==> config.mk <==
export PLATFORM = sky130hd
export DESIGN_NAME = adcoc_ctrl
export DESIGN_NICKNAME = d
export VERILOG_FILES = /design/src/adcoc_pkg.sv /design/src/adcoc_sar.sv /design/src/adcoc_ctrl.sv
export SDC_FILE = /design/constraint.sdc
export NUM_CORES = 1
export LEC_CHECK = 0
export ABC_AREA = 1
export BUFFER_PORTS_ARGS = -buffer_cell sky130_fd_sc_hd__clkbuf_2
export CAP_MARGIN = 20
export CORE_MARGIN = 2
export CORE_UTILIZATION = 33
export DETAILED_ROUTE_END_ITERATION = 7
export PLACE_DENSITY = 0.52
export SETUP_SLACK_MARGIN = 0.02
export SYNTH_ARGS = -nofsm -noshare
export SYNTH_HDL_FRONTEND = slang
export SYNTH_SLANG_ARGS = --single-unit
==> constraint.sdc <==
create_clock -name CLK_IN -period 4.22 [get_ports CLK_IN]
set_input_delay 0.422 -clock CLK_IN [delete_from_list [all_inputs] [get_ports CLK_IN]]
set_output_delay 0.422 -clock CLK_IN [all_outputs]
set_load 0.05 [all_outputs]
==> src/adcoc_pkg.sv <==
`default_nettype none
package adcoc_pkg;

  localparam int CLK_MHZ          = 40;
  localparam int T_CONV_TEMP_NS   = 27000;
  localparam int T_CONV_EXT_NS    = 9000;
  localparam int RES_W            = 10;
  localparam int THR_W            = 8;
  localparam int BYTE_W           = 8;
  localparam int CH_W             = 3;
  localparam int STEP_W           = 7;
  localparam int BIT_W            = 4;
  localparam int PIN_N            = 5;

  // Longest conversion times, rounded down to whole cycles.
  localparam int CONV_TEMP_CYC    = (T_CONV_TEMP_NS * CLK_MHZ) / 1000;
  localparam int CONV_EXT_CYC     = (T_CONV_EXT_NS * CLK_MHZ) / 1000;

  // Two cycles of the budget go to starting and finishing the sequence.
  localparam logic [STEP_W-1:0] STEP_TEMP = 7'((CONV_TEMP_CYC - 2) / RES_W);
  localparam logic [STEP_W-1:0] STEP_EXT  = 7'((CONV_EXT_CYC - 2) / RES_W);

  localparam logic [RES_W-1:0]  DAC_MID     = 10'h200;
  localparam logic [BIT_W-1:0]  BIT_TOP     = 4'h9;
  localparam logic [BIT_W-1:0]  BIT_LAST    = 4'h7;
  localparam logic [CH_W-1:0]   CH_TEMP     = 3'h0;
  localparam logic [CH_W-1:0]   CH_RST      = 3'h0;
  localparam logic [CH_W-1:0]   CH_THRESH   = 3'h7;
  localparam logic [THR_W-1:0]  THR_RST     = 8'hFF;
  localparam logic [BYTE_W-1:0] BYTE_RST    = 8'h00;
  localparam logic [RES_W-1:0]  RES_RST     = 10'h000;

  localparam int PIN_CONV = 4;
  localparam int PIN_CS   = 3;
  localparam int PIN_RDWR = 2;
  localparam int PIN_SCLK = 1;
  localparam int PIN_DIN  = 0;

endpackage
`default_nettype wire

==> src/adcoc_sar.sv <==
`timescale 1ns/1ps
`default_nettype none
module adcoc_sar
  import adcoc_pkg::*;
(
  input  wire logic             clk_in,
  input  wire logic             rst_b_in,
  input  wire logic             start_in,
  input  wire logic             temp_mode_in,
  input  wire logic             comp_in,
  output var  logic [RES_W-1:0] dac_code_out,
  output var  logic [RES_W-1:0] result_out,
  output var  logic             done_out
);

  logic              active_reg;
  logic [BIT_W-1:0]  bit_reg;
  logic [STEP_W-1:0] step_reg;
  logic [STEP_W-1:0] step_len_reg;

  // The comparator reads high when the held input is at or above the trial code.
  always_ff @(posedge clk_in or negedge rst_b_in) begin
    if (!rst_b_in) begin
      active_reg   <= 1'b0;
      bit_reg      <= BIT_TOP;
      step_reg     <= '0;
      step_len_reg <= STEP_EXT;
      dac_code_out <= RES_RST;
      result_out   <= RES_RST;
      done_out     <= 1'b0;
    end else begin
      done_out <= 1'b0;
      if (start_in && !active_reg) begin
        active_reg   <= 1'b1;
        bit_reg      <= BIT_TOP;
        step_reg     <= '0;
        step_len_reg <= temp_mode_in ? STEP_TEMP : STEP_EXT;
        dac_code_out <= DAC_MID;
      end else if (active_reg) begin
        if (step_reg == step_len_reg - 7'h01) begin
          step_reg <= '0;
          if (bit_reg == '0) begin
            active_reg <= 1'b0;
            done_out   <= 1'b1;
            result_out <= {dac_code_out[RES_W-1:1], comp_in};
            dac_code_out[0] <= comp_in;
          end else begin
            bit_reg                   <= bit_reg - 4'h1;
            dac_code_out[bit_reg]     <= comp_in;
            dac_code_out[bit_reg - 4'h1] <= 1'b1;
          end
        end else begin
          step_reg <= step_reg + 7'h01;
        end
      end
    end
  end

endmodule
`default_nettype wire

==> src/adcoc_ctrl.sv <==
// Contract
// - A convert-start falling edge while not busy begins one 10-bit conversion.
// - That falling edge moves the track-and-hold from track into hold.
// - Conversion end returns the track-and-hold to tracking.
// - Convert-start low at conversion end powers down; high keeps power.
// - Busy is high for the whole conversion, low otherwise.
// - Channel 0 result above the 8-bit threshold drives the flag low.
// - Rising read/write select with chip select low releases the flag high.
// - Serial activity is ignored unless chip select is low.
// - Data shifts out on falling, in on rising serial clock edges.
// - Data out floats on read/write select falling or chip select rising.
// - Temperature conversion within 27 us, external channel within 9 us.
`timescale 1ns/1ps
`default_nettype none
module adcoc_ctrl
  import adcoc_pkg::*;
(
  input  wire logic             CLK_IN,
  input  wire logic             RST_B_IN,
  input  wire logic             CONVERT_START_N_IN,
  input  wire logic             CS_N_IN,
  input  wire logic             RD_WR_IN,
  input  wire logic             SCLK_IN,
  input  wire logic             DIN_IN,
  input  wire logic             COMP_IN,
  output var  logic             BUSY_OUT,
  output var  logic             TRACK_HOLD_OUT,
  output var  logic             POWER_DOWN_OUT,
  output var  logic             OVERTEMP_FLAG_N_OUT,
  output var  logic             DOUT_OUT,
  output var  logic             DOUT_OE_N_OUT,
  output var  logic [CH_W-1:0]  CHANNEL_OUT,
  output var  logic [RES_W-1:0] DAC_CODE_OUT
);

  localparam int A_TMAX = 1080;
  localparam int A_EMAX = 360;

  logic [PIN_N-1:0]  sync1_reg;
  logic [PIN_N-1:0]  sync2_reg;
  logic [PIN_N-1:0]  prev_reg;
  logic              conv_s;
  logic              cs_s;
  logic              rdwr_s;
  logic              din_s;
  logic              conv_fall;
  logic              conv_rise;
  logic              cs_rise;
  logic              rdwr_rise;
  logic              rdwr_fall;
  logic              sclk_rise;
  logic              sclk_fall;
  logic              conv_go;
  logic              sar_done;
  logic [RES_W-1:0]  sar_result;
  logic [CH_W-1:0]   conv_ch_reg;
  logic [RES_W-1:0]  result_reg;
  logic [RES_W-1:0]  out_sh_reg;
  logic [BYTE_W-1:0] in_sh_reg;
  logic [BYTE_W-1:0] wr_byte;
  logic [2:0]        in_cnt_reg;
  logic              thr_sel_reg;
  logic [THR_W-1:0]  overtemp_threshold_reg;
  logic              ot_set;
  logic              ot_clear;
  logic [10:0]       busy_cyc_reg;

  // Every pin passes two flip-flops; edges are taken from the second stage only.
  always_ff @(posedge CLK_IN or negedge RST_B_IN) begin
    if (!RST_B_IN) begin
      sync1_reg <= '1;
      sync2_reg <= '1;
      prev_reg  <= '1;
    end else begin
      sync1_reg <= {CONVERT_START_N_IN, CS_N_IN, RD_WR_IN, SCLK_IN, DIN_IN};
      sync2_reg <= sync1_reg;
      prev_reg  <= sync2_reg;
    end
  end

  assign conv_s    = sync2_reg[PIN_CONV];
  assign cs_s      = sync2_reg[PIN_CS];
  assign rdwr_s    = sync2_reg[PIN_RDWR];
  assign din_s     = sync2_reg[PIN_DIN];
  assign conv_fall = prev_reg[PIN_CONV] & ~conv_s;
  assign conv_rise = ~prev_reg[PIN_CONV] & conv_s;
  assign cs_rise   = ~prev_reg[PIN_CS] & cs_s;
  assign rdwr_rise = ~prev_reg[PIN_RDWR] & rdwr_s;
  assign rdwr_fall = prev_reg[PIN_RDWR] & ~rdwr_s;
  assign sclk_rise = ~prev_reg[PIN_SCLK] & sync2_reg[PIN_SCLK];
  assign sclk_fall = prev_reg[PIN_SCLK] & ~sync2_reg[PIN_SCLK];

  // A falling edge while a conversion runs is ignored rather than restarting it.
  assign conv_go = conv_fall & ~BUSY_OUT;

  adcoc_sar u_sar (
    .clk_in       (CLK_IN),
    .rst_b_in     (RST_B_IN),
    .start_in     (conv_go),
    .temp_mode_in (CHANNEL_OUT == CH_TEMP),
    .comp_in      (COMP_IN),
    .dac_code_out (DAC_CODE_OUT),
    .result_out   (sar_result),
    .done_out     (sar_done)
  );

  always_ff @(posedge CLK_IN or negedge RST_B_IN) begin
    if (!RST_B_IN) begin
      BUSY_OUT       <= 1'b0;
      TRACK_HOLD_OUT <= 1'b0;
      conv_ch_reg    <= CH_RST;
      result_reg     <= RES_RST;
    end else if (conv_go) begin
      BUSY_OUT       <= 1'b1;
      TRACK_HOLD_OUT <= 1'b1;
      conv_ch_reg    <= CHANNEL_OUT;
    end else if (sar_done) begin
      BUSY_OUT       <= 1'b0;
      TRACK_HOLD_OUT <= 1'b0;
      result_reg     <= sar_result;
    end
  end

  // Counts busy cycles, so the long temperature budget needs no huge delay range.
  always_ff @(posedge CLK_IN or negedge RST_B_IN) begin
    if (!RST_B_IN) begin
      busy_cyc_reg <= '0;
    end else if (!BUSY_OUT) begin
      busy_cyc_reg <= '0;
    end else begin
      busy_cyc_reg <= busy_cyc_reg + 11'h001;
    end
  end

  // Power comes back on the next rising convert-start, ahead of the next falling edge.
  always_ff @(posedge CLK_IN or negedge RST_B_IN) begin
    if (!RST_B_IN) begin
      POWER_DOWN_OUT <= 1'b0;
    end else if (sar_done) begin
      POWER_DOWN_OUT <= ~conv_s;
    end else if (conv_rise || conv_go) begin
      POWER_DOWN_OUT <= 1'b0;
    end
  end

  assign ot_set   = sar_done && (conv_ch_reg == CH_TEMP)
                    && (sar_result[RES_W-1:RES_W-THR_W] > overtemp_threshold_reg);
  assign ot_clear = rdwr_rise && !cs_s;

  // A new over-temperature result wins over a read that clears in the same cycle.
  always_ff @(posedge CLK_IN or negedge RST_B_IN) begin
    if (!RST_B_IN) begin
      OVERTEMP_FLAG_N_OUT <= 1'b1;
    end else if (ot_set) begin
      OVERTEMP_FLAG_N_OUT <= 1'b0;
    end else if (ot_clear) begin
      OVERTEMP_FLAG_N_OUT <= 1'b1;
    end
  end

  assign wr_byte = {in_sh_reg[BYTE_W-2:0], din_s};

  // Write frames: an address byte picks the channel, or the threshold for the next byte.
  always_ff @(posedge CLK_IN or negedge RST_B_IN) begin
    if (!RST_B_IN) begin
      in_sh_reg              <= BYTE_RST;
      in_cnt_reg             <= '0;
      thr_sel_reg            <= 1'b0;
      CHANNEL_OUT            <= CH_RST;
      overtemp_threshold_reg <= THR_RST;
    end else if (cs_s) begin
      in_cnt_reg  <= '0;
      thr_sel_reg <= 1'b0;
    end else if (rdwr_s) begin
      in_cnt_reg <= '0;
    end else if (sclk_rise) begin
      in_sh_reg  <= wr_byte;
      in_cnt_reg <= in_cnt_reg + 3'h1;
      if (in_cnt_reg == BIT_LAST[2:0]) begin
        if (thr_sel_reg) begin
          overtemp_threshold_reg <= wr_byte;
          thr_sel_reg            <= 1'b0;
        end else if (wr_byte[CH_W-1:0] == CH_THRESH) begin
          thr_sel_reg <= 1'b1;
        end else begin
          CHANNEL_OUT <= wr_byte[CH_W-1:0];
        end
      end
    end
  end

  // Read frames shift the last result out, most significant bit first.
  always_ff @(posedge CLK_IN or negedge RST_B_IN) begin
    if (!RST_B_IN) begin
      DOUT_OUT      <= 1'b0;
      DOUT_OE_N_OUT <= 1'b1;
      out_sh_reg    <= RES_RST;
    end else if (cs_s || rdwr_fall || cs_rise) begin
      DOUT_OE_N_OUT <= 1'b1;
    end else if (rdwr_rise) begin
      DOUT_OE_N_OUT <= 1'b0;
      DOUT_OUT      <= result_reg[RES_W-1];
      out_sh_reg    <= {result_reg[RES_W-2:0], 1'b0};
    end else if (sclk_fall && rdwr_s && !DOUT_OE_N_OUT) begin
      DOUT_OUT   <= out_sh_reg[RES_W-1];
      out_sh_reg <= {out_sh_reg[RES_W-2:0], 1'b0};
    end
  end

  a_start_busy: assert property (@(posedge CLK_IN) disable iff (!RST_B_IN)
    conv_fall && !BUSY_OUT |=> BUSY_OUT && !POWER_DOWN_OUT)
    else $error("Conversion did not start on convert-start falling edge.");

  a_hold_busy: assert property (@(posedge CLK_IN) disable iff (!RST_B_IN)
    TRACK_HOLD_OUT == BUSY_OUT)
    else $error("Track-and-hold state differs from busy.");

  a_track_done: assert property (@(posedge CLK_IN) disable iff (!RST_B_IN)
    sar_done |=> !TRACK_HOLD_OUT && !BUSY_OUT && result_reg == $past(sar_result))
    else $error("Conversion end did not resume tracking with result.");

  a_power_down: assert property (@(posedge CLK_IN) disable iff (!RST_B_IN)
    sar_done |=> POWER_DOWN_OUT == !$past(conv_s))
    else $error("Power-down does not follow convert-start at conversion end.");

  a_temp_time: assert property (@(posedge CLK_IN) disable iff (!RST_B_IN)
    BUSY_OUT && conv_ch_reg == CH_TEMP |-> busy_cyc_reg < 11'(A_TMAX))
    else $error("Temperature conversion took too long.");

  a_ext_time: assert property (@(posedge CLK_IN) disable iff (!RST_B_IN)
    conv_go && CHANNEL_OUT != CH_TEMP |=> BUSY_OUT [*8] ##[1:A_EMAX] !BUSY_OUT)
    else $error("External conversion busy window is wrong.");

  a_ot_set: assert property (@(posedge CLK_IN) disable iff (!RST_B_IN)
    ot_set |=> !OVERTEMP_FLAG_N_OUT)
    else $error("Over-temperature flag not driven low.");

  a_ot_clear: assert property (@(posedge CLK_IN) disable iff (!RST_B_IN)
    ot_clear && !ot_set |=> OVERTEMP_FLAG_N_OUT)
    else $error("Over-temperature flag not released by read.");

  a_cs_idle: assert property (@(posedge CLK_IN) disable iff (!RST_B_IN)
    cs_s |=> DOUT_OE_N_OUT && $stable(CHANNEL_OUT) && $stable(overtemp_threshold_reg))
    else $error("Serial port acted while deselected.");

  a_dout_float: assert property (@(posedge CLK_IN) disable iff (!RST_B_IN)
    rdwr_fall || cs_rise |=> DOUT_OE_N_OUT)
    else $error("Data out not released.");

  a_shift_out: assert property (@(posedge CLK_IN) disable iff (!RST_B_IN)
    sclk_fall && rdwr_s && !cs_s && !DOUT_OE_N_OUT && !rdwr_rise
    |=> DOUT_OUT == $past(out_sh_reg[RES_W-1]))
    else $error("Data out did not shift on falling serial clock.");

endmodule
`default_nettype wire

Yosys cells after proc, flatten, opt, wreduce, memory -nomap -nowiden
Cells that the tools add are included.

cells by class
  add/sub/neg operators = 4
  order comparisons = 5
  equal/unequal tests = 5
  multiplexer cells = 47
  bitwise gates (word level) = 23
  reduce and logical (&&, ||, !) cells = 36

operators by type and width
  kind                                                  count
  two-way mux 10 bit                                    5
  two-way mux 7 bit                                     4
  two-way mux 1 bit                                     27
  nonzero test 2 bit                                    9
  two-way mux 4 bit                                     4
  NOT 1 bit                                             14
  bitwise mux 10 bit                                    1
  < comparator 4 x 5 -> 1 bit (second input constant)   2
  OR 10 bit                                             1
  two-way mux 3 bit                                     3
  two-way mux 9 bit                                     1
  AND reduction 3 bit                                   3
  bitwise AND 1 bit                                     8
  demux 1 bit (select 4 bit)                            2
  >= comparator 4 x 1 -> 1 bit (second input constant)  2
  greater-than comparator 8 bit                         1
  logical AND 1 bit                                     8
  adder 7 x 1 -> 7 bit (second input constant)          1
  equality test 7 bit                                   1
  subtractor 7 x 1 -> 7 bit (second input constant)     1
  equality test 3 bit (second input constant)           2
  logical NOT 3 bit                                     2
  AND reduction 2 bit                                   3
  AND reduction 6 bit                                   1
  9 further kinds                                       14

storage, ports and cells
  flip-flop bits (word level) = 105
  input port bits = 8
  output and inout bits = 19

Longest topological paths before layout
Gate-level depths: netlist of the first run.

  depth in word-level cells = 10
  gate-level depth with buffers = 10
  gate-level depth less buffers = 10

Hierarchy
Synthesis of the first run repeated with hierarchy kept, for this count alone.

second synthesis, totals
  cells, all modules = 491
  area total of the unflattened synthesis = 4565.6 µm²

by module, submodules not included
  module      instances  cells an instance  area an instance (µm²)
  adcoc_ctrl  1          251                2663.8
  adcoc_sar   1          240                1901.8

Worst setup path after synthesis of the first run
OpenSTA, ideal clock, no wires.

  path kind = reg2reg
  start = register TRACK_HOLD_OUT (netlist name)
  end = register result_reg[4]
  arrival = 1436 ps
  path slack = 2659 ps
  stages on the path, launching flop included = 5
  path buffers = 0
  cell sequence = dfrtp_1 inv_1 nand3_2 nand2_1 mux2_2

RTL lines
  element               RTL line           RTL
  end signal, assigned  adcoc_ctrl.sv:120  result_reg <= sar_result;
  end, declared         adcoc_ctrl.sv:57   logic [RES_W-1:0] result_reg;

Worst setup path in the final report of the first run
  start = register sync2_reg[2]
  end = register OVERTEMP_FLAG_N_OUT

on the way
  cells in the longest elaborated chain, start to end = 3

ends and longest elaborated chain
  element                              RTL line           RTL
  start, declared                      adcoc_ctrl.sv:40   logic [PIN_N-1:0] sync2_reg;
  start signal, assigned               adcoc_ctrl.sv:76   sync2_reg <= sync1_reg;
  bitwise AND 1 bit                    adcoc_ctrl.sv:88   assign rdwr_rise = ~prev_reg[PIN_RDWR] & rdwr_s;
  logical AND 1 bit                    adcoc_ctrl.sv:148  assign ot_clear = rdwr_rise && !cs_s;
  nonzero test 2 bit (no source line)  -
  end signal, assigned                 adcoc_ctrl.sv:153  OVERTEMP_FLAG_N_OUT <= 1'b1;
  end signal, assigned                 adcoc_ctrl.sv:155  OVERTEMP_FLAG_N_OUT <= 1'b0;
  end signal, assigned                 adcoc_ctrl.sv:157  OVERTEMP_FLAG_N_OUT <= 1'b1;
  end, declared                        adcoc_ctrl.sv:29   output var logic OVERTEMP_FLAG_N_OUT,

Every way passes these cells.
A chain may end at the register's enable or synchronous reset.

==> results_dict.tcl, run 1 <==
set metrics [dict create \
    status "finished clean" \
    grt_remaining_overflow 0 \
    worstPathMaxFanout 12 \
    cp-end-kind "flip-flop" \
    startpoint_type "flip-flop" \
    ys_async_sr_fraction 1.00 \
    cts-htree-levels 3 \
    dieArea_um2 14500 \
    period_share 0.422 \
    path_clk_slew_ns 0.07 \
    pin_count 27 \
    fmax_mhz 562 \
    hold_viol_final 0 \
    total_power_mw 2.92 \
    cts_buffers 9 \
    synth_cell_type_count 31 \
    fin_setup_tns_ns 0 \
    cts_sinks 96 \
    grt_usage 0.140 \
    fp.coreArea_um2 13200 \
    synth-main-ff-cell "dfrtp_1" \
    fin_ws_ns 2.44 \
    required_ns 4.50 \
    final_common_cell "nand2_1" \
    drc 0 \
    yosysSeqAreaShare 0.545 \
    grt_pass1_vias 3230 \
    cts_buffer_depth 2 \
    synth_edf_count 0 \
    placement.io_buffers 26 \
    wl_met1_um 4570 \
    synth_cells 495 \
    cts_resized 0 \
    drt_first_pass_iters 5 \
    insertion_delay_ns 0.34 \
    yosysWarnings 0 \
    drt_iter0_markers 246 \
    power_density_nw_per_um2 572 \
    synth-seq-cells 96 \
    post_route_cells_drive_above_1_share 0.187 \
    die_h_um 120 \
    dp_hpwl_um 6570 \
    viasPerCell 4.58 \
    antenna_left 0 \
    fin_worst_skew_ns 0.00779 \
    grt_max_degree 63 \
    final_cell_mix "nand2_1, dfrtp_1, inv_1, o21ai_0, nor2_1" \
    die_x_um 120 \
    fin_nets 548 \
    routabilityCongestion 0.888 \
    syn_area_um2 4460 \
    wl_um 9100 \
    cts_hold_buffers 0 \
    fin_util 0.385 \
    fin_crit_ns 1.78 \
    rows 42 \
    crit_type "flip-flop to flip-flop" \
    post_cts.repair.setup_buffers 0 \
    antenna_cells 0 \
    vias 3230 \
    grt_pass1_wl_um 16100 \
    antenna_found_initial 0 \
    start_util 0.337 \
    routedWlPerCell_um 12.9 \
    met3WireLength_um 338 \
    cp_data_arrival_time_ns 2.06 \
    cts_tree "yes" \
    synth_nets 519 \
    dp_slack_ns 2.43 \
    syn_avg_cell_area_um2 9.01 \
    top_layer_used "met4" \
    area_delta_synth_final_pct 14.3 \
    tightest_slew_ns 0.792 \
    wl_met2_um 3950 \
    worst-r2r-cell-count 6 \
    rsz0062_at_grt "no" \
    leakagePower_nw 2.45 \
    ir_worst_vdd_v 0.000316 \
    cap_violations 0 \
    root_buffer "clkbuf_16" \
    slew_viol_final 0 \
    slew_headroom 0.472 \
    hp-class "input pin to asynchronous set/reset pin" \
    setup_violations 0 \
]
worst max-delay path, cell delays in order, from the launching register on:
cell,delay [ns]
dfstp_2,0.56
inv_2,0.05
nor2_1,0.55
inv_2,0.20
o21bai_1,0.17
inv_1,0.06
a21oi_1,0.11
layer usage:
layer  global-route usage  vias to the layer above
li1                     -                     1653
met1                0.196                     1489
met2                0.210                       71
met3               0.0264                       17
met4               0.0676                        0
met5                    0                        -
cell usage after synthesis, types with 2 or more instances:
cell | number | area share
ha_1 | 16 | 0.045
buf_4 | 2 | 0.0034
o21ai_0 | 50 | 0.056
nand2_2 | 4 | 0.0056
inv_1 | 58 | 0.049
nor2_1 | 44 | 0.037
nand4_1 | 9 | 0.013
nand2_1 | 120 | 0.10
o21ai_2 | 4 | 0.0079
o21bai_1 | 2 | 0.0034
o21ai_1 | 4 | 0.0045
nor2_4 | 4 | 0.010
mux2_2 | 5 | 0.013
dfrtp_1 | 71 | 0.40
nand3_2 | 3 | 0.0067
nor3_1 | 4 | 0.0045
inv_2 | 6 | 0.0050
xor2_1 | 2 | 0.0039
buf_2 | 3 | 0.0034
nor2_2 | 2 | 0.0028
dfstp_2 | 25 | 0.15
o31ai_1 | 9 | 0.015
clkbuf_1 | 3 | 0.0025
a21oi_1 | 17 | 0.019
nand3_1 | 22 | 0.025
cell families after synthesis:
| group | Yosys count | share of synthesized area |
|---|---|---|
| buffers and inverters | 73 | 0.0665 |
| and+or+nand+nor | 216 | 0.219 |
| DFF | 96 | 0.545 |
| muxes | 5 | 0.0126 |
| adders and majority gates | 16 | 0.0449 |
| AOI/OAI and AO/OA | 87 | 0.108 |
| xor gates and xnor gates | 2 | 0.00393 |
through the flow:
step                area [um^2]  hold slack (ns)  cells
finish                     5100            0.153    705
global route               5100            0.145    705
CTS                        5100            0.142    705
detailed placement         4770            0.348    689
global placement           4770            0.347    689
floorplan                  4460            0.126    495
where the power goes:
part | switching (mW) | total (mW) | leakage (nW) | internal (mW)
logic | 0.568 | 0.796 | 1.09 | 0.229
registers | 0.152 | 1.22 | 1.20 | 1.07
clock network | 0.346 | 0.898 | 0.159 | 0.553
total | 1.07 | 2.92 | 2.45 | 1.85
cell type report:
type,count,area (um^2)
fillers,1337,8140
flip-flops and latches,96,2430
multi-input cells,326,1730
clock buffers,12,256
inverters,64,240
well taps,176,220
repair buffers,27,140
clock inverters,4,76.3
worst paths after layout:
kind | slack [ns] | end | start
min in group CLK_IN | 0.16 | sync1_reg[3] | CS_N_IN
max in group asynchronous | 3.09 | sync1_reg[0] | RST_B_IN
worst max-delay path | 2.44 | OVERTEMP_FLAG_N_OUT | sync2_reg[2]
worst max register to register | 2.44 | OVERTEMP_FLAG_N_OUT | sync2_reg[2]
worst min-delay path | 0.15 | u_sar.bit_reg[2] | RST_B_IN
worst min register to register | 0.35 | sync2_reg[0] | sync1_reg[0]
Power figures use the tool's default switching activity.
==> run 2, diff against run 1 <==
==> constraint.sdc (replaced) <==
create_clock -name CLK_IN -period 1.75 [get_ports CLK_IN]
set_input_delay 0.175 -clock CLK_IN [delete_from_list [all_inputs] [get_ports CLK_IN]]
set_output_delay 0.175 -clock CLK_IN [all_outputs]
set_load 0.05 [all_outputs]
==> run 2 against run 1 <==
Global-route usage about the same. Cell area increased by 1.9%. Die area stayed put. Clock power grew 100%. Non-clock buffer count rose by 16. Highest routed layer unchanged.
==> results_dict.tcl, run 2 (synthesized netlist as in run 1, its figures left out) <==
set metrics [dict create \
    pin_count 27 \
    hold_depth 5 \
    setup_violations 0 \
    reg2reg_to "u_sar.dac_code_out[9]" \
    met3WireLength_um 302 \
    cts_tree "yes" \
    fin_nets 565 \
    tightest_slew_ns 0.554 \
    drt_first_pass_iters 4 \
    die_h_um 120 \
    hold_viol_final 0 \
    antenna_found_initial 0 \
    drt_iter0_markers 216 \
    grt_pass1_wl_um 16100 \
    required_ns 2.02 \
    root_buffer "clkbuf_16" \
    hold_end "u_sar.dac_code_out[3]" \
    post_cts.repair.setup_buffers 0 \
    antenna_left 0 \
    hp-class "input pin to flip-flop" \
    drc 0 \
    wl_met2_um 3970 \
    period_share 0.909 \
    final_common_cell "nand2_1" \
    cts_sinks 96 \
    worst-r2r-cell-count 7 \
    fp.coreArea_um2 13200 \
    ir_worst_vdd_v 0.000737 \
    cts-htree-levels 3 \
    dieArea_um2 14500 \
    slew_headroom 0.631 \
    worstPathMaxFanout 9 \
    rrSetupSlack_ns 0.16 \
    rr_startpoint "u_sar.bit_reg[0]" \
    routabilityCongestion 0.942 \
    start_util 0.337 \
    cp_data_arrival_time_ns 1.86 \
    crit_type "flip-flop to flip-flop" \
    leakagePower_nw 2.50 \
    grt_max_degree 97 \
    vias 3318 \
    slew_viol_final 0 \
    startpoint_type "flip-flop" \
    path_clk_slew_ns 0.06 \
    grt_usage 0.140 \
    rows 42 \
    cts_buffer_depth 2 \
    grt_remaining_overflow 0 \
    wl_met1_um 4800 \
    post_route_cells_drive_above_1_share 0.201 \
    power_density_nw_per_um2 1290 \
    cp-end-kind "flip-flop" \
    insertion_delay_ns 0.34 \
    fin_crit_ns 1.59 \
    status "finished clean" \
    grt_pass1_vias 3316 \
    crit_start "u_sar.bit_reg[0]" \
    hp-start "COMP_IN" \
    viasPerCell 4.60 \
    placement.io_buffers 26 \
    total_power_mw 6.71 \
    fin_setup_tns_ns 0 \
    area_delta_synth_final_pct 16.5 \
    dp_hpwl_um 6430 \
    final_cell_mix "nand2_1, dfrtp_1, inv_1, o21ai_0, nor2_1" \
    wl_um 9270 \
    routedWlPerCell_um 12.8 \
    top_layer_used "met4" \
    fin_worst_skew_ns 0.00487 \
    cap_violations 0 \
    rsz0062_at_grt "no" \
    fmax_mhz 628 \
    cts_buffers 9 \
    die_x_um 120 \
    antenna_cells 0 \
]
[run 2: area by class of cell]
class | instances | area, um^2
inverters | 64 | 240
clock buffers | 13 | 250
repair buffers | 43 | 288
flip-flops and latches | 96 | 2430
well taps | 176 | 220
multi-input cells | 327 | 1750
clock inverters | 3 | 17.5
fillers | 1368 | 8050
[run 2: layer usage]
metal | GRT usage | vias up
met3 | 0.0278 | 16
met1 | 0.201 | 1569
met5 | 0 | -
met4 | 0.0712 | 0
li1 | - | 1691
met2 | 0.201 | 42
[run 2: worst max-delay path by stage]
stage | to | slack, ns | depth (start not counted)
2_1_floorplan | result_reg[4] | 0.19 | 4
3_3_place_gp | u_sar.dac_code_out[3] | 0.18 | 7
3_5_place_dp | u_sar.dac_code_out[6] | 0.12 | 6
4_1_cts | u_sar.dac_code_out[6] | 0.11 | 6
5_1_grt | u_sar.result_out[6] | 0.03 | 9
6_report | u_sar.dac_code_out[9] | 0.16 | 7
[run 2: what timing repair did]
action / in CTS / in global routing
gates resized for setup: 0 / 3
endpoints found under the hold margin: 76 / 0
hold buffers: 6 / 0
setup endpoints to repair: 0 / 11
[run 2: critical path, stage by stage (launching register included)]
cell and delay (ns):
dfstp_2 0.54, inv_1 0.06, ha_1 0.25, nand2_2 0.17, nand4_4 0.19, nand2_4 0.16, nor2_1 0.06, nor2_1 0.10
[run 2: where the power goes]
group	total [mW]	internal (mW)	switching [mW]
clock	1.82	1.00	0.819
sequential	2.94	2.59	0.359
combinational	1.94	0.588	1.36
[run 2: metrics by stage]
stage	setup slack (ns)	cells	instance area (um^2)	util	hold slack, ns
after CTS	0.112	721	5180	0.391	0.188
after detailed placement	0.124	699	4850	0.366	0.267
after global routing	0.0258	722	5200	0.392	0.298
after floorplan	0.189	495	4460	-	-0.121
after global placement	0.175	699	4850	0.366	0.263
final	0.158	722	5200	0.392	0.205
==> run 3, diff against run 2 <==
--- a/config.mk
+++ b/config.mk
@@ -7,12 +7,12 @@
 export LEC_CHECK = 0
 export ABC_AREA = 1
 export BUFFER_PORTS_ARGS = -buffer_cell sky130_fd_sc_hd__clkbuf_2
-export CAP_MARGIN = 20
+export CAP_MARGIN = 15
 export CORE_MARGIN = 2
 export CORE_UTILIZATION = 33
 export DETAILED_ROUTE_END_ITERATION = 7
-export PLACE_DENSITY = 0.52
 export SETUP_SLACK_MARGIN = 0.02
 export SYNTH_ARGS = -nofsm -noshare
 export SYNTH_HDL_FRONTEND = slang
 export SYNTH_SLANG_ARGS = --single-unit
+export TNS_END_PERCENT = 20
==> run 3 against run 2 <==
Final cell count decreased by 0.14%. Total power increased by 0.39%. First-iteration DRC count increased by 16%. Critical path type unchanged. Highest routed layer unchanged.
==> results_dict.tcl, run 3 (synthesized netlist as in run 1, its figures left out) <==
set metrics [dict create \
    status "finished clean" \
    dp_hpwl_um 6440 \
    required_ns 1.99 \
    post_route_cells_drive_above_1_share 0.202 \
    area_delta_synth_final_pct 16.8 \
    path_clk_slew_ns 0.07 \
    pin_count 27 \
    fin_nets 564 \
    grt_usage 0.134 \
    period_share 0.930 \
    antenna_left 0 \
    cts_sinks 96 \
    grt_remaining_overflow 0 \
    cts_buffers 9 \
    hp-class "input pin to flip-flop" \
    leakagePower_nw 2.51 \
    post_cts.repair.setup_buffers 0 \
    fp.coreArea_um2 13200 \
    rows 42 \
    cap_violations 0 \
    drc 0 \
    rsz0062_at_grt "yes" \
    drt_first_pass_iters 4 \
    cts_buffer_depth 2 \
    seqPwrFrac 0.440 \
    antenna_found_initial 0 \
    die_h_um 120 \
    insertion_delay_ns 0.35 \
    drt_iter0_markers 251 \
    die_x_um 120 \
    grt_max_degree 39 \
    vias 3273 \
    power_density_nw_per_um2 1290 \
    dpl.cell_count 698 \
    p_sw_frac 0.380 \
    root_buffer "clkbuf_16" \
    place_area_um2 4860 \
    fin_setup_tns_ns 0 \
    fin_ws_ns 0.123 \
    antenna_cells 0 \
    fin_worst_skew_ns 0.00653 \
    crit_type "flip-flop to flip-flop" \
    final_cell_mix "nand2_1, dfrtp_1, inv_1, o21ai_0, nor2_1" \
    wl_um 8890 \
    placement.io_buffers 26 \
    fill_cells 1343 \
    final_cell_area_um2 5210 \
    cts_tree "yes" \
    dieArea_um2 14500 \
    cp_data_arrival_time_ns 1.87 \
    ff_latch_area_um2 2430 \
    p_int_mw 4.18 \
    grt_pass1_vias 3200 \
    cp-end-kind "flip-flop" \
    final_common_cell "nand2_1" \
    start_util 0.337 \
    viasPerCell 4.54 \
    routabilityCongestion 0.836 \
    instances_no_fill 721 \
    fin_crit_ns 1.63 \
    dp_slack_ns 0.0797 \
    startpoint_type "flip-flop" \
    setup_violations 0 \
    routedWlPerCell_um 12.3 \
    total_power_mw 6.73 \
    slew_viol_final 0 \
    cts-htree-levels 3 \
    slew_headroom 0.722 \
    pwr-share-comb 0.285 \
    tightest_slew_ns 0.417 \
    worstPathMaxFanout 5 \
    fin_hold_ws_ns 0.180 \
    clock_power_share 0.275 \
    multi_input_area_um2 1740 \
    ir_worst_vdd_v 0.000888 \
    grt_pass1_wl_um 15300 \
    fmax_mhz 615 \
    p_switching_mw 2.56 \
    hold_viol_final 0 \
    fin_util 0.394 \
]
[run 3: cell types whose count changed in the layout (fill, tap and decap cells not counted)]
cell,previous run,this run
inv_6,0,1
nand2_1,119,120
ha_2,1,0
buf_12,1,2
nand2_2,4,3
buf_4,11,9
ha_1,15,16
clkbuf_1,3,0
clkinv_4,0,2
[run 3: worst paths after layout]
check	startpoint	to	slack [ns]	depth (start not counted)
min reg2reg	sync1_reg[0]	sync2_reg[0]	0.35	0
max reg2reg	u_sar.bit_reg[0]	u_sar.dac_code_out[9]	0.12	10
min in group asynchronous	RST_B_IN	u_sar.step_reg[0]	0.31	2
min	COMP_IN	u_sar.dac_code_out[3]	0.18	5
max in group asynchronous	RST_B_IN	sync2_reg[1]	0.84	3
max	u_sar.bit_reg[0]	u_sar.dac_code_out[9]	0.12	10
[run 3: power by group through the flow]
stage | Sequential (mW) | Clock, mW | Combinational, mW
6_report | 2.96 | 1.85 | 1.92
5_1_grt | 3.02 | 2.00 | 2.18
4_1_cts | 2.96 | 1.91 | 1.92
3_5_place_dp | 2.99 | 0 | 1.91
3_3_place_gp | 2.98 | 0 | 1.88
2_1_floorplan | 3.25 | 0 | 1.13
[run 3: area by class of cell]
type                       count  share of cell area
inverter                      64              0.0461
clock inverter                 6             0.00840
clock buffer                  10              0.0458
tap                          176              0.0422
multi-input combinational    327               0.334
sequential                    96               0.467
timing repair buffer          42              0.0562
[run 3: layer usage]
metal	global-route usage	wire (um)	up-vias
met4	0.0451	175	0
li1	-	-	1689
met5	0	0	-
met1	0.179	4350	1522
met3	0.0396	307	13
met2	0.208	4060	49
[run 3: critical path: stages, from the launching register on]
cell     delay [ns]
dfstp_2        0.55
inv_1          0.06
ha_1           0.27
inv_1          0.08
nand2_1        0.04
nand2_1        0.15
inv_1          0.11
nand3_1        0.10
nand2_1        0.05
nor2_1         0.08
nor2_1         0.04
[run 3: timing repair]
item,4_1_cts,5_1_grt
setup endpoints to repair,0,7
hold buffers,6,0
resized for setup,0,1
hold endpoints to repair,28,0
